## src/spwpc_pkg.sv

```systemverilog
// shared constants for the serial link port configuration block
// Operation
// RULE1: transmit and receive sampling use link clock
// RULE2: far end keeps rate within link clock
// RULE3: link clock kept within eight times system
// RULE4: every port number carries the RMAP target
// RULE5: RMAP control bits honoured on each port
// RULE6: start-up timing from divisor start field
// RULE7: write sync error status bit reads zero
// RULE8: control bit 22 loops transmit into receive
// RULE9: software keeps loopback cleared in service
// RULE10: unknown destination reports invalid address code
// RULE11: loopback bit cleared after reset
package spwpc_pkg;
	localparam int          ADDR_W        = 8;
	localparam int          DATA_W        = 32;
	localparam int          NUM_PORTS     = 4;
	localparam int          DIV_W         = 8;
	// register offsets
	localparam logic [7:0]  OFS_CTRL      = 8'h00;
	localparam logic [7:0]  OFS_STATUS    = 8'h04;
	localparam logic [7:0]  OFS_MASK      = 8'h08;
	localparam logic [7:0]  OFS_CLKDIV    = 8'h0c;
	localparam logic [7:0]  OFS_NODEADDR  = 8'h10;
	localparam logic [7:0]  OFS_TXDATA    = 8'h14;
	localparam logic [7:0]  OFS_RXDATA    = 8'h18;
	localparam logic [7:0]  OFS_RMAPERR   = 8'h1c;
	// control fields
	localparam int          CTRL_LINK_EN  = 0;
	localparam int          CTRL_RMAP_EN  = 1;
	localparam int          CTRL_LOOP     = 22;
	// status fields
	localparam int          ST_RX_EV      = 0;
	localparam int          ST_RMAP_EV    = 1;
	localparam int          ST_TX_EV      = 2;
	localparam int          ST_WSYNC      = 6;
	localparam int          ST_LINK_RUN   = 8;
	localparam int          ST_TX_BUSY    = 9;
	localparam int          EV_W          = 3;
	// clock divisor fields
	localparam int          CDIV_RUN_LSB  = 0;
	localparam int          CDIV_START_LSB = 8;
	// reset values
	localparam logic [31:0] CTRL_RST      = 32'h0000_0000;
	localparam logic [7:0]  DIV_RUN_RST   = 8'h01;
	localparam logic [7:0]  DIV_START_RST = 8'h09;
	localparam logic [7:0]  NODEADDR_RST  = 8'hfe;
	// timing counts, in link clock ticks
	localparam logic [7:0]  START_TICKS   = 8'h10;
	// packet framing and error codes
	localparam logic [7:0]  PKT_END       = 8'hff;
	localparam logic [7:0]  ERR_NONE      = 8'h00;
	localparam logic [7:0]  ERR_INV_DEST  = 8'h0c;

	typedef enum logic [2:0] {
		LNK_OFF   = 3'b001,
		LNK_START = 3'b010,
		LNK_RUN   = 3'b100
	} spwpc_link_e;
endpackage : spwpc_pkg

```

## src/spwpc_ds_rx.sv

```systemverilog
// data-strobe bit recovery and byte assembly on link clock ticks
`timescale 1ns/100ps
module spwpc_ds_rx (
	input  wire logic       ref_clk_i,
	input  wire logic       nrst_i,
	input  wire logic       enable_i,
	input  wire logic       sample_i,
	input  wire logic       d_i,
	input  wire logic       s_i,
	output logic            byte_valid_o,
	output logic [7:0]      byte_o
);
	logic       xr_q;
	logic [7:0] sh_q;
	logic [2:0] cnt_q;
	logic       xr;

	assign xr = d_i ^ s_i;

	// inputs are only looked at on the link tick, which bounds the far-end rate [RULE1]
	always_ff @(posedge ref_clk_i) begin
		if (!nrst_i || !enable_i) begin
			xr_q         <= 1'b0;
			sh_q         <= 8'h00;
			cnt_q        <= 3'h0;
			byte_valid_o <= 1'b0;
			byte_o       <= 8'h00;
		end else begin
			byte_valid_o <= 1'b0;
			if (sample_i && (xr != xr_q)) begin
				xr_q  <= xr;
				sh_q  <= {d_i, sh_q[7:1]};
				cnt_q <= cnt_q + 3'h1;
				if (cnt_q == 3'h7) begin
					byte_valid_o <= 1'b1;
					byte_o       <= {d_i, sh_q[7:1]};
				end
			end
		end
	end
endmodule : spwpc_ds_rx

```

## src/spwpc_port.sv

```systemverilog
// one link port: registers, link clock divider, start-up, ds transmit, receive and RMAP check
`timescale 1ns/100ps
module spwpc_port #(
	parameter int PORT_ID = 0
) (
	input  wire logic                        ref_clk_i,
	input  wire logic                        nrst_i,
	input  wire logic [spwpc_pkg::ADDR_W-1:0] addr_i,
	input  wire logic [spwpc_pkg::DATA_W-1:0] wr_data_i,
	input  wire logic                        wr_i,
	input  wire logic                        rd_i,
	output logic      [spwpc_pkg::DATA_W-1:0] rd_data_o,
	output logic                             irq_o,
	input  wire logic                        rx_d_i,
	input  wire logic                        rx_s_i,
	output logic                             tx_d_o,
	output logic                             tx_s_o,
	output logic                             link_bit_clk_o,
	output logic                             link_run_o
);
	import spwpc_pkg::*;

	// the RMAP target exists on every port number below NUM_PORTS; an out-of-range one is an elaboration error [RULE4]
	if (PORT_ID < 0 || PORT_ID >= NUM_PORTS) begin : g_bad_port
		$error("port number out of range");
	end

	logic [31:0]      ctrl_q;
	logic [EV_W-1:0]  evt_q;
	logic [EV_W-1:0]  mask_q;
	logic [DIV_W-1:0] div_run_q;
	logic [DIV_W-1:0] div_start_q;
	logic [7:0]       node_q;
	logic [7:0]       rxdata_q;
	logic [7:0]       rmap_err_q;
	spwpc_link_e      lnk_q;
	logic [DIV_W-1:0] dcnt_q;
	logic [7:0]       scnt_q;
	logic             bit_tick;
	logic [7:0]       tx_sh_q;
	logic [3:0]       tx_cnt_q;
	logic             tx_busy_q;
	logic [1:0]       d_sync_q;
	logic [1:0]       s_sync_q;
	logic             rx_d_sel;
	logic             rx_s_sel;
	logic             rx_valid;
	logic [7:0]       rx_byte;
	logic             expect_dest_q;
	logic             dest_bad;
	logic             dest_chk;
	logic [EV_W-1:0]  ev_set;
	logic [DIV_W-1:0] div_now;
	logic             wr_ctrl;
	logic             wr_tx;

	assign wr_ctrl = wr_i && (addr_i == OFS_CTRL);
	assign wr_tx   = wr_i && (addr_i == OFS_TXDATA);

	always_ff @(posedge ref_clk_i) begin
		if (!nrst_i) begin
			ctrl_q <= CTRL_RST; // [RULE11]
		end else if (wr_ctrl) begin
			ctrl_q <= wr_data_i;
		end
	end

	always_ff @(posedge ref_clk_i) begin
		if (!nrst_i) begin
			mask_q      <= '0;
			div_run_q   <= DIV_RUN_RST;
			div_start_q <= DIV_START_RST;
			node_q      <= NODEADDR_RST;
		end else if (wr_i) begin
			if (addr_i == OFS_MASK) begin
				mask_q <= wr_data_i[EV_W-1:0];
			end
			if (addr_i == OFS_CLKDIV) begin
				div_run_q   <= wr_data_i[CDIV_RUN_LSB +: DIV_W];
				div_start_q <= wr_data_i[CDIV_START_LSB +: DIV_W];
			end
			if (addr_i == OFS_NODEADDR) begin
				node_q <= wr_data_i[7:0];
			end
		end
	end

	// link clock divider; the start value governs until the link runs [RULE6]
	assign div_now  = (lnk_q == LNK_RUN) ? div_run_q : div_start_q;
	assign bit_tick = (lnk_q != LNK_OFF) && (dcnt_q == '0);

	always_ff @(posedge ref_clk_i) begin
		if (!nrst_i || lnk_q == LNK_OFF) begin
			dcnt_q         <= '0;
			link_bit_clk_o <= 1'b0;
		end else if (dcnt_q == '0) begin
			dcnt_q         <= div_now;
			link_bit_clk_o <= ~link_bit_clk_o; // [RULE1]
		end else begin
			dcnt_q <= dcnt_q - 1'b1;
		end
	end

	// no timer register: start-up waits a fixed tick count at the start rate [RULE6]
	always_ff @(posedge ref_clk_i) begin
		if (!nrst_i) begin
			lnk_q      <= LNK_OFF;
			scnt_q     <= 8'h00;
			link_run_o <= 1'b0;
		end else begin
			case (lnk_q)
				LNK_OFF: begin
					scnt_q <= 8'h00;
					if (ctrl_q[CTRL_LINK_EN]) begin
						lnk_q <= LNK_START;
					end
				end
				LNK_START: begin
					if (!ctrl_q[CTRL_LINK_EN]) begin
						lnk_q <= LNK_OFF;
					end else if (bit_tick) begin
						scnt_q <= scnt_q + 8'h01;
						if (scnt_q == START_TICKS - 8'h01) begin
							lnk_q      <= LNK_RUN; // [RULE6]
							link_run_o <= 1'b1;
						end
					end
				end
				LNK_RUN: begin
					if (!ctrl_q[CTRL_LINK_EN]) begin
						lnk_q      <= LNK_OFF;
						link_run_o <= 1'b0;
					end
				end
				default: begin
					lnk_q      <= LNK_OFF;
					link_run_o <= 1'b0;
				end
			endcase
		end
	end

	// ds transmit: one bit per link tick; data or strobe toggles, never both [RULE1]
	always_ff @(posedge ref_clk_i) begin
		if (!nrst_i) begin
			tx_sh_q   <= 8'h00;
			tx_cnt_q  <= 4'h0;
			tx_busy_q <= 1'b0;
			tx_d_o    <= 1'b0;
			tx_s_o    <= 1'b0;
		end else if (wr_tx && !tx_busy_q && lnk_q == LNK_RUN) begin
			tx_sh_q   <= wr_data_i[7:0];
			tx_cnt_q  <= 4'h8;
			tx_busy_q <= 1'b1;
		end else if (lnk_q == LNK_OFF) begin
			// ticks stop with the link, so a cut byte is dropped rather than left hanging
			tx_busy_q <= 1'b0;
			tx_cnt_q  <= 4'h0;
		end else if (tx_busy_q && bit_tick) begin
			if (tx_sh_q[0] != tx_d_o) begin
				tx_d_o <= tx_sh_q[0];
			end else begin
				tx_s_o <= ~tx_s_o;
			end
			tx_sh_q  <= {1'b0, tx_sh_q[7:1]};
			tx_cnt_q <= tx_cnt_q - 4'h1;
			if (tx_cnt_q == 4'h1) begin
				tx_busy_q <= 1'b0;
			end
		end
	end

	// pins are asynchronous: two flops before anything reads them
	always_ff @(posedge ref_clk_i) begin
		if (!nrst_i) begin
			d_sync_q <= 2'b00;
			s_sync_q <= 2'b00;
		end else begin
			d_sync_q <= {d_sync_q[0], rx_d_i};
			s_sync_q <= {s_sync_q[0], rx_s_i};
		end
	end

	// loopback takes the transmit flops, so the external pins are ignored meanwhile [RULE8]
	assign rx_d_sel = ctrl_q[CTRL_LOOP] ? tx_d_o : d_sync_q[1];
	assign rx_s_sel = ctrl_q[CTRL_LOOP] ? tx_s_o : s_sync_q[1];

	spwpc_ds_rx spwpc_ds_rx_inst (
		.ref_clk_i    (ref_clk_i),
		.nrst_i       (nrst_i),
		.enable_i     (lnk_q == LNK_RUN),
		.sample_i     (bit_tick),
		.d_i          (rx_d_sel),
		.s_i          (rx_s_sel),
		.byte_valid_o (rx_valid),
		.byte_o       (rx_byte)
	);

	// first byte of a packet is its destination; checked only when RMAP is enabled [RULE5]
	assign dest_chk = rx_valid && expect_dest_q && ctrl_q[CTRL_RMAP_EN];
	assign dest_bad = dest_chk && (rx_byte != node_q);

	always_ff @(posedge ref_clk_i) begin
		if (!nrst_i || lnk_q != LNK_RUN) begin
			expect_dest_q <= 1'b1;
		end else if (rx_valid) begin
			expect_dest_q <= (rx_byte == PKT_END);
		end
	end

	always_ff @(posedge ref_clk_i) begin
		if (!nrst_i) begin
			rmap_err_q <= ERR_NONE;
			rxdata_q   <= 8'h00;
		end else begin
			if (dest_chk) begin
				rmap_err_q <= dest_bad ? ERR_INV_DEST : ERR_NONE; // [RULE10]
			end
			if (rx_valid) begin
				rxdata_q <= rx_byte;
			end
		end
	end

	// sticky events; a new event beats a write-one clear in the same cycle
	always_comb begin
		ev_set             = '0;
		ev_set[ST_RX_EV]   = rx_valid;
		ev_set[ST_RMAP_EV] = dest_bad; // [RULE10]
		ev_set[ST_TX_EV]   = tx_busy_q && bit_tick && (tx_cnt_q == 4'h1);
	end

	always_ff @(posedge ref_clk_i) begin
		if (!nrst_i) begin
			evt_q <= '0;
		end else if (wr_i && addr_i == OFS_STATUS) begin
			evt_q <= (evt_q & ~wr_data_i[EV_W-1:0]) | ev_set;
		end else begin
			evt_q <= evt_q | ev_set;
		end
	end

	always_ff @(posedge ref_clk_i) begin
		if (!nrst_i) begin
			irq_o <= 1'b0;
		end else begin
			irq_o <= |(evt_q & mask_q);
		end
	end

	always_ff @(posedge ref_clk_i) begin
		if (!nrst_i) begin
			rd_data_o <= '0;
		end else if (rd_i) begin
			rd_data_o <= '0;
			case (addr_i)
				OFS_CTRL:     rd_data_o <= ctrl_q;
				OFS_STATUS: begin
					rd_data_o[EV_W-1:0]   <= evt_q;
					rd_data_o[ST_WSYNC]   <= 1'b0; // [RULE7]
					rd_data_o[ST_LINK_RUN] <= link_run_o;
					rd_data_o[ST_TX_BUSY] <= tx_busy_q;
				end
				OFS_MASK:     rd_data_o[EV_W-1:0] <= mask_q;
				OFS_CLKDIV: begin
					rd_data_o[CDIV_RUN_LSB +: DIV_W]   <= div_run_q;
					rd_data_o[CDIV_START_LSB +: DIV_W] <= div_start_q;
				end
				OFS_NODEADDR: rd_data_o[7:0] <= node_q;
				OFS_RXDATA:   rd_data_o[7:0] <= rxdata_q;
				OFS_RMAPERR:  rd_data_o[7:0] <= rmap_err_q;
				default:      rd_data_o <= '0;
			endcase
		end else begin
			rd_data_o <= '0;
		end
	end
endmodule : spwpc_port

```

## config.mk

```make
export PLATFORM = sky130hd
export DESIGN_NAME = spwpc_port
export DESIGN_NICKNAME = d
export VERILOG_FILES = /design/src/spwpc_pkg.sv /design/src/spwpc_ds_rx.sv /design/src/spwpc_port.sv
export SDC_FILE = /design/constraint.sdc
export NUM_CORES = 1
export LEC_CHECK = 0
export ABC_CLOCK_PERIOD_IN_PS = 2600
export BUFFER_PORTS_ARGS = -buffer_cell sky130_fd_sc_hd__buf_2
export CAP_MARGIN = 15
export CORE_MARGIN = 2
export CORE_UTILIZATION = 30
export CTS_CLUSTER_DIAMETER = 200
export DETAILED_ROUTE_END_ITERATION = 8
export SKIP_LAST_GASP = 1
export SLEW_MARGIN = 30
export SYNTH_ARGS = -nofsm -noshare
export SYNTH_HDL_FRONTEND = slang
export SYNTH_SLANG_ARGS = --single-unit
```

## constraint.sdc

```tcl
create_clock -name ref_clk_i -period 2.6 [get_ports ref_clk_i]
set_input_delay 0.39 -clock ref_clk_i [delete_from_list [all_inputs] [get_ports ref_clk_i]]
set_output_delay 0.39 -clock ref_clk_i [all_outputs]
set_load 0.01 [all_outputs]
```

== After elaboration in Yosys (flattened, before gate mapping) ==
Cells that the tools add are included.
Widths: inputs -> output; s select.
Operators by class
  mux-type cells: 37
  $mul: 0
  shift-type cells: 0
  bitwise operators: 13
  equality and inequality tests: 27
  magnitude comparators: 0
  reduce and logical (&&, ||, !) cells: 40
  add/subtract/negate cells: 4
  divide/modulo/power cells: 0
Operator list (number)
  $mux 8: 7
  $eq 8x5->1 const B: 4
  $eq 8x4->1 const B: 3
  $pmux 3 s7: 1
  $mux 3: 6
  $logic_not 8->1: 2
  $mux 4: 4
  $pmux 8 s2: 1
  $pmux 3 s5: 1
  $reduce_and 2->1: 7
  $logic_and 1x1->1: 12
  $pmux 6 s2: 1
  $reduce_and 4->1: 3
  $mux 1: 11
  $ne 2x2->1 const B: 5
  $pmux 1 s5: 2
  $ne 3x3->1 const B: 3
  $pmux 3 s3: 1
  $add 8x1->8 const B: 1
  $eq 8x3->1 const B: 1
  $eq 8x8->1 const B: 1
  $ne 8x8->1: 1
  $sub 8x1->8 const B: 1
  $not 1->1: 7
  23 further kinds: 35
Word-level totals
  register bits: 173
  memory bits (writable): 0
  logic and storage cells: 151
  latch bits: 0
  output and inout port bits: 37
  bits of input ports: 46
  memory bits (read-only): 0
  memories: 0

== Longest topological paths before layout ==
  depth after elaboration: 6
  mapped depth: 8
  depth with buffers taken out: 6

== Modules after synthesis ==
Synthesis repeated with hierarchy kept, for this count alone.
Second synthesis, totals
  cell total of the unflattened synthesis: 731
  area, all modules: 6746.5 sq um
By module, submodules not included
  spwpc_port: seq. area each 2902.8 sq um, cells an instance 656, instances 1, area each 5962.0 sq um
  spwpc_ds_rx: seq. area each 400.4 sq um, cells an instance 75, instances 1, area each 784.5 sq um

== Worst setup path before layout ==
Ideal clock, no wire load.
  path kind: flip-flop to flip-flop
  start: register dcnt_q[0]
  end: register spwpc_ds_rx_inst.cnt_q[0]
  path slack: 0.635 ns
  clock period less this slack: 1.965 ns
  buffers on the path: 2
  data required time: 2.479 ns
  stages on the path, launching flop included: 9
  arrival: 1.843 ns
  library setup time: 0.121 ns
  path through: dfxtp_1 > inv_1 > ha_1 > or4b_4 > buf_2 > nor4_1 > mux2i_1 > buf_4 > mux2i_1
Between the ends
  cells in the longest elaborated chain, start to end: 3
RTL lines
  start, declared: RTL line spwpc_port.sv:37  | logic [DIV_W-1:0] dcnt_q;
  start signal, assigned: RTL line spwpc_port.sv:97  | dcnt_q <= div_now;
  start signal, assigned: RTL line spwpc_port.sv:100  | dcnt_q <= dcnt_q - 1'b1;
  $logic_not 8->1: RTL line spwpc_port.sv:90  | assign bit_tick = (lnk_q != LNK_OFF) && (dcnt_q == '0);
  $logic_and 1x1->1: RTL line spwpc_port.sv:90
  $logic_and 1x1->1: RTL line spwpc_ds_rx.sv:30  | if (sample_i && (xr != xr_q)) begin
  end signal, assigned: RTL line spwpc_ds_rx.sv:33  | cnt_q <= cnt_q + 3'h1;
  end, declared: RTL line spwpc_ds_rx.sv:15  | logic [2:0] cnt_q;
No other way between the ends.
A chain may end at the register's enable or synchronous reset.

== Worst setup path in the final report ==
  start: register lnk_q[0]
  end: register tx_cnt_q[1]
Between the ends
  cells in the longest elaborated chain, start to end: 3
  elaborated cells between the ends (all ways): 7
  classes of those cells: 3 x eq/ne; 4 x reduce/logical
RTL lines
  start, declared: RTL line spwpc_port.sv:36  | spwpc_link_e lnk_q;
  start signal, assigned: RTL line spwpc_port.sv:107  | lnk_q <= LNK_OFF;
  start signal, assigned: RTL line spwpc_port.sv:115  | lnk_q <= LNK_START;
  start signal, assigned: RTL line spwpc_port.sv:120  | lnk_q <= LNK_OFF;
  $eq 3x3->1 or $ne 3x1->1 (tied branches): RTL line spwpc_port.sv:151, spwpc_port.sv:90
  $logic_and 1x1->1, on equally long branches: RTL line spwpc_port.sv:151, spwpc_port.sv:90
  $reduce_or 3->1 (no line) or $logic_and 1x1->1 (tied branches)
  end signal, assigned: RTL line spwpc_port.sv:166  | tx_cnt_q <= tx_cnt_q - 4'h1;
  end, declared: RTL line spwpc_port.sv:41  | logic [3:0] tx_cnt_q;
Parallel ways exist; a longest one is shown, timed or not.

==> metrics.md <==
| Metric | Value |
|---|---|
| Count of boundary I/O pins | 83 |
| Root buf cell | clkbuf_16 |
| RSZ-0062 raised after global routing | no |
| Diodes inserted | 0 |
| Setup slack after layout | 0.381 ns |
| Pin count of the biggest net entering global routing | 51 |
| H-tree depth | 4 |
| Slew @ Worst Pin | 0.761 ns |
| Grt total ovfl | 0 |
| Setup violators final | 0 |
| Share of cells above drive strength 1 | 0.189 |
| Worst EP required | 2.91 ns |
| Clock buffer count from CTS | 17 |
| Mapped Area | 0.00700 mm² |
| Worst Setup End Kind | flip-flop |
| Area of the die | 0.0246 mm² |
| Yosys reg bits | 165 |
| Vias per cell | 4.84 |
| Avg WL per Cell | 14.7 µm |
| Sequential element share of the synthesized area | 0.472 |
| Syn Nets | 810 |
| Overall routing resource usage | 0.143 |
| CTS Sinks | 165 |
| Final period utilization | 0.853 |
| Final Routed Wirelength | 17100 µm |
| Max Freq | 451 MHz |
| Via count | 5606 |
| Worst path max stage delay | 0.63 ns |
| Share of flip-flops with an asynchronous set or reset | 0 |
| Max Slew Vio Count | 0 |
| CTS tree | done |
| Final min period | 2.22 ns |
| Die Height | 157 µm |
| Slew headroom | 0.492 |
| Initial antenna violation count | 0 |
| FP Rows | 55 |
| Cells after synthesis | 758 |
| Remaining antenna violation count | 0 |
| Core box area | 0.0228 mm² |
| Buf+Inv Stages, Crit Path | 0 |
| Worst VDD drop | 365 µV |
| Drt first-iter violations | 260 |
| Final HPWL DP | 12100 µm |
| Synth Warn # | 0 |
| Cells resized by post-CTS repair | 0 |
| Dpl ws | 0.336 ns |
| WP data arrival | 2.53 ns |
| Final Power | 5110 µW |
| Post-CTS Setup Inserts | 0 |
| Fillers | 2325 |
| Pleak | 0.00322 µW |
| Vias in the first global route | 5181 |
| IO Port Bufs | 82 |
| CP Max Fanout | 13 |
| RD Place Congestion | 0.810 |
| TritonRoute pass-1 iters | 4 |
| Synthesized area per cell | 9.24 µm² |
| Max_cap viols | 0 |
| Fin util | 0.367 |
| Clk buf depth | 2 |
| Starting Density | 0.307 |
| Status | finished clean |
| Crit-path cells | or3b_2, and4_1, a2111oi_0 |
| Global-route wire length before repair | 27700 µm |
| Dominant synthesized flop cell | dfxtp_1 |
| Commonest non-fill, non-tap cell in the layout | dfxtp_1 |
| Slowest stage cell, crit path | or3b_2 |
| Worst hold path type | in -> reg |
| PD cells | 611 mW/mm² |
| Die X | 157 µm |
| Final Net Count | 885 |
| Synth-to-Final Area Change | 19.4% |
| Setup Skew | 0.00788 ns |
| Setup CP Type | reg -> reg |
| Worst-path clk slew | 0.06 ns |
| Hold-fix buffers, CTS | 0 |
| Worst-Skew Late Latency | 0.43 ns |
| Most frequent cells in the layout | dfxtp_1, nand2_1, buf_2, mux2i_1, nor2_1 |
| Fin. Hold Viols | 0 |
| EDFF count, synth | 0 |
| Family with the most delay on the worst path | simple AND/OR/NAND/NOR gates |
| Fin Setup TNS | 0 ns |
| DRC violations left | 0 |
| Unique masters post-synth | 63 |
| Startpoint types | flip-flop |
==> flip-flops by register name, indices dropped and copies added (netlist names), 3 cells and up <==
name / flops
mask_q: 3
div_run_q: 8
tx_sh_q: 8
rxdata_q: 8
div_start_q: 8
spwpc_ds_rx_inst.byte_o: 8
tx_cnt_q: 4
dcnt_q: 8
spwpc_ds_rx_inst.cnt_q: 3
spwpc_ds_rx_inst.sh_q: 7
evt_q: 3
node_q: 8
lnk_q: 3
ctrl_q: 32
rd_data_o: 32
scnt_q: 8
==> power breakdown <==
group | internal [µW] | total, µW | switching (µW)
Clock | 1330 | 2420 | 1090
Sequential | 2530 | 2530 | 1.87
Combinational | 64.3 | 159 | 95.0
Total | 3930 | 5110 | 1180
==> synthesized netlist by cell type, types with 12 or more instances <==
cell,number,area share
a31oi_1,14,0.013
mux2i_1,65,0.093
a22o_1,13,0.016
nand2_1,136,0.073
dfxtp_1,165,0.47
clkbuf_1,28,0.015
a21oi_1,34,0.024
and2_1,21,0.019
nor2b_1,20,0.018
o21ai_0,16,0.011
nand4_1,12,0.011
nor2_1,42,0.023
buf_2,13,0.0093
mux2_2,12,0.019
==> final cells by class <==
class,instances,area [µm²],share of cell area
clock buffers,19,433,0.0518
well taps,313,392,0.0468
inverters,8,30.0,0.00359
repair buffers,105,621,0.0742
clock inverters,13,123,0.0147
multi-input cells,536,3460,0.414
flip-flops and latches,165,3300,0.395
==> per-stage QoR <==
stage          cell area (µm²)  hold WS (ns)  std cells
4_1_cts                   8360         0.171       1159
5_1_grt                   8360         0.182       1159
3_5_place_dp              7810         0.422       1127
3_3_place_gp              7810         0.417       1127
2_1_floorplan             7000         0.412        758
6_report                  8360         0.178       1159
==> path summary, 6_finish.rpt <==
check                    startpoint  depth (start not counted)  slack (ns)                       end
min reg2reg  d_sync_q[0]$_SDFF_PN0_                          1        0.43    d_sync_q[1]$_SDFF_PN0_
min                          rx_s_i                          2        0.18    s_sync_q[0]$_SDFF_PN0_
max reg2reg   lnk_q[0]$_SDFFE_PN1P_                          3        0.38  tx_cnt_q[1]$_SDFFE_PP0N_
max           lnk_q[0]$_SDFFE_PN1P_                          3        0.38  tx_cnt_q[1]$_SDFFE_PP0N_
==> cell families (layout without fill, tap and decap cells) <==
group,count (synthesis),count (layout),share of synthesized area
fa+ha+maj,6,6,0.0107
simple gates,300,300,0.216
compound gates,130,130,0.124
flops,165,165,0.472
mux,78,78,0.115
buf+inv,57,145,0.0345
xor+xnor,22,22,0.0275
==> metal layers <==
metal  global-route usage  routed length [µm]  vias up
met2                0.220                7640      117
met3               0.0277                 646       29
met4               0.0564                 337        0
met1                0.196                8460     2643
met5                    0                   0        -
li1                     -                   -     2817
Power figures use the tool's default switching activity.
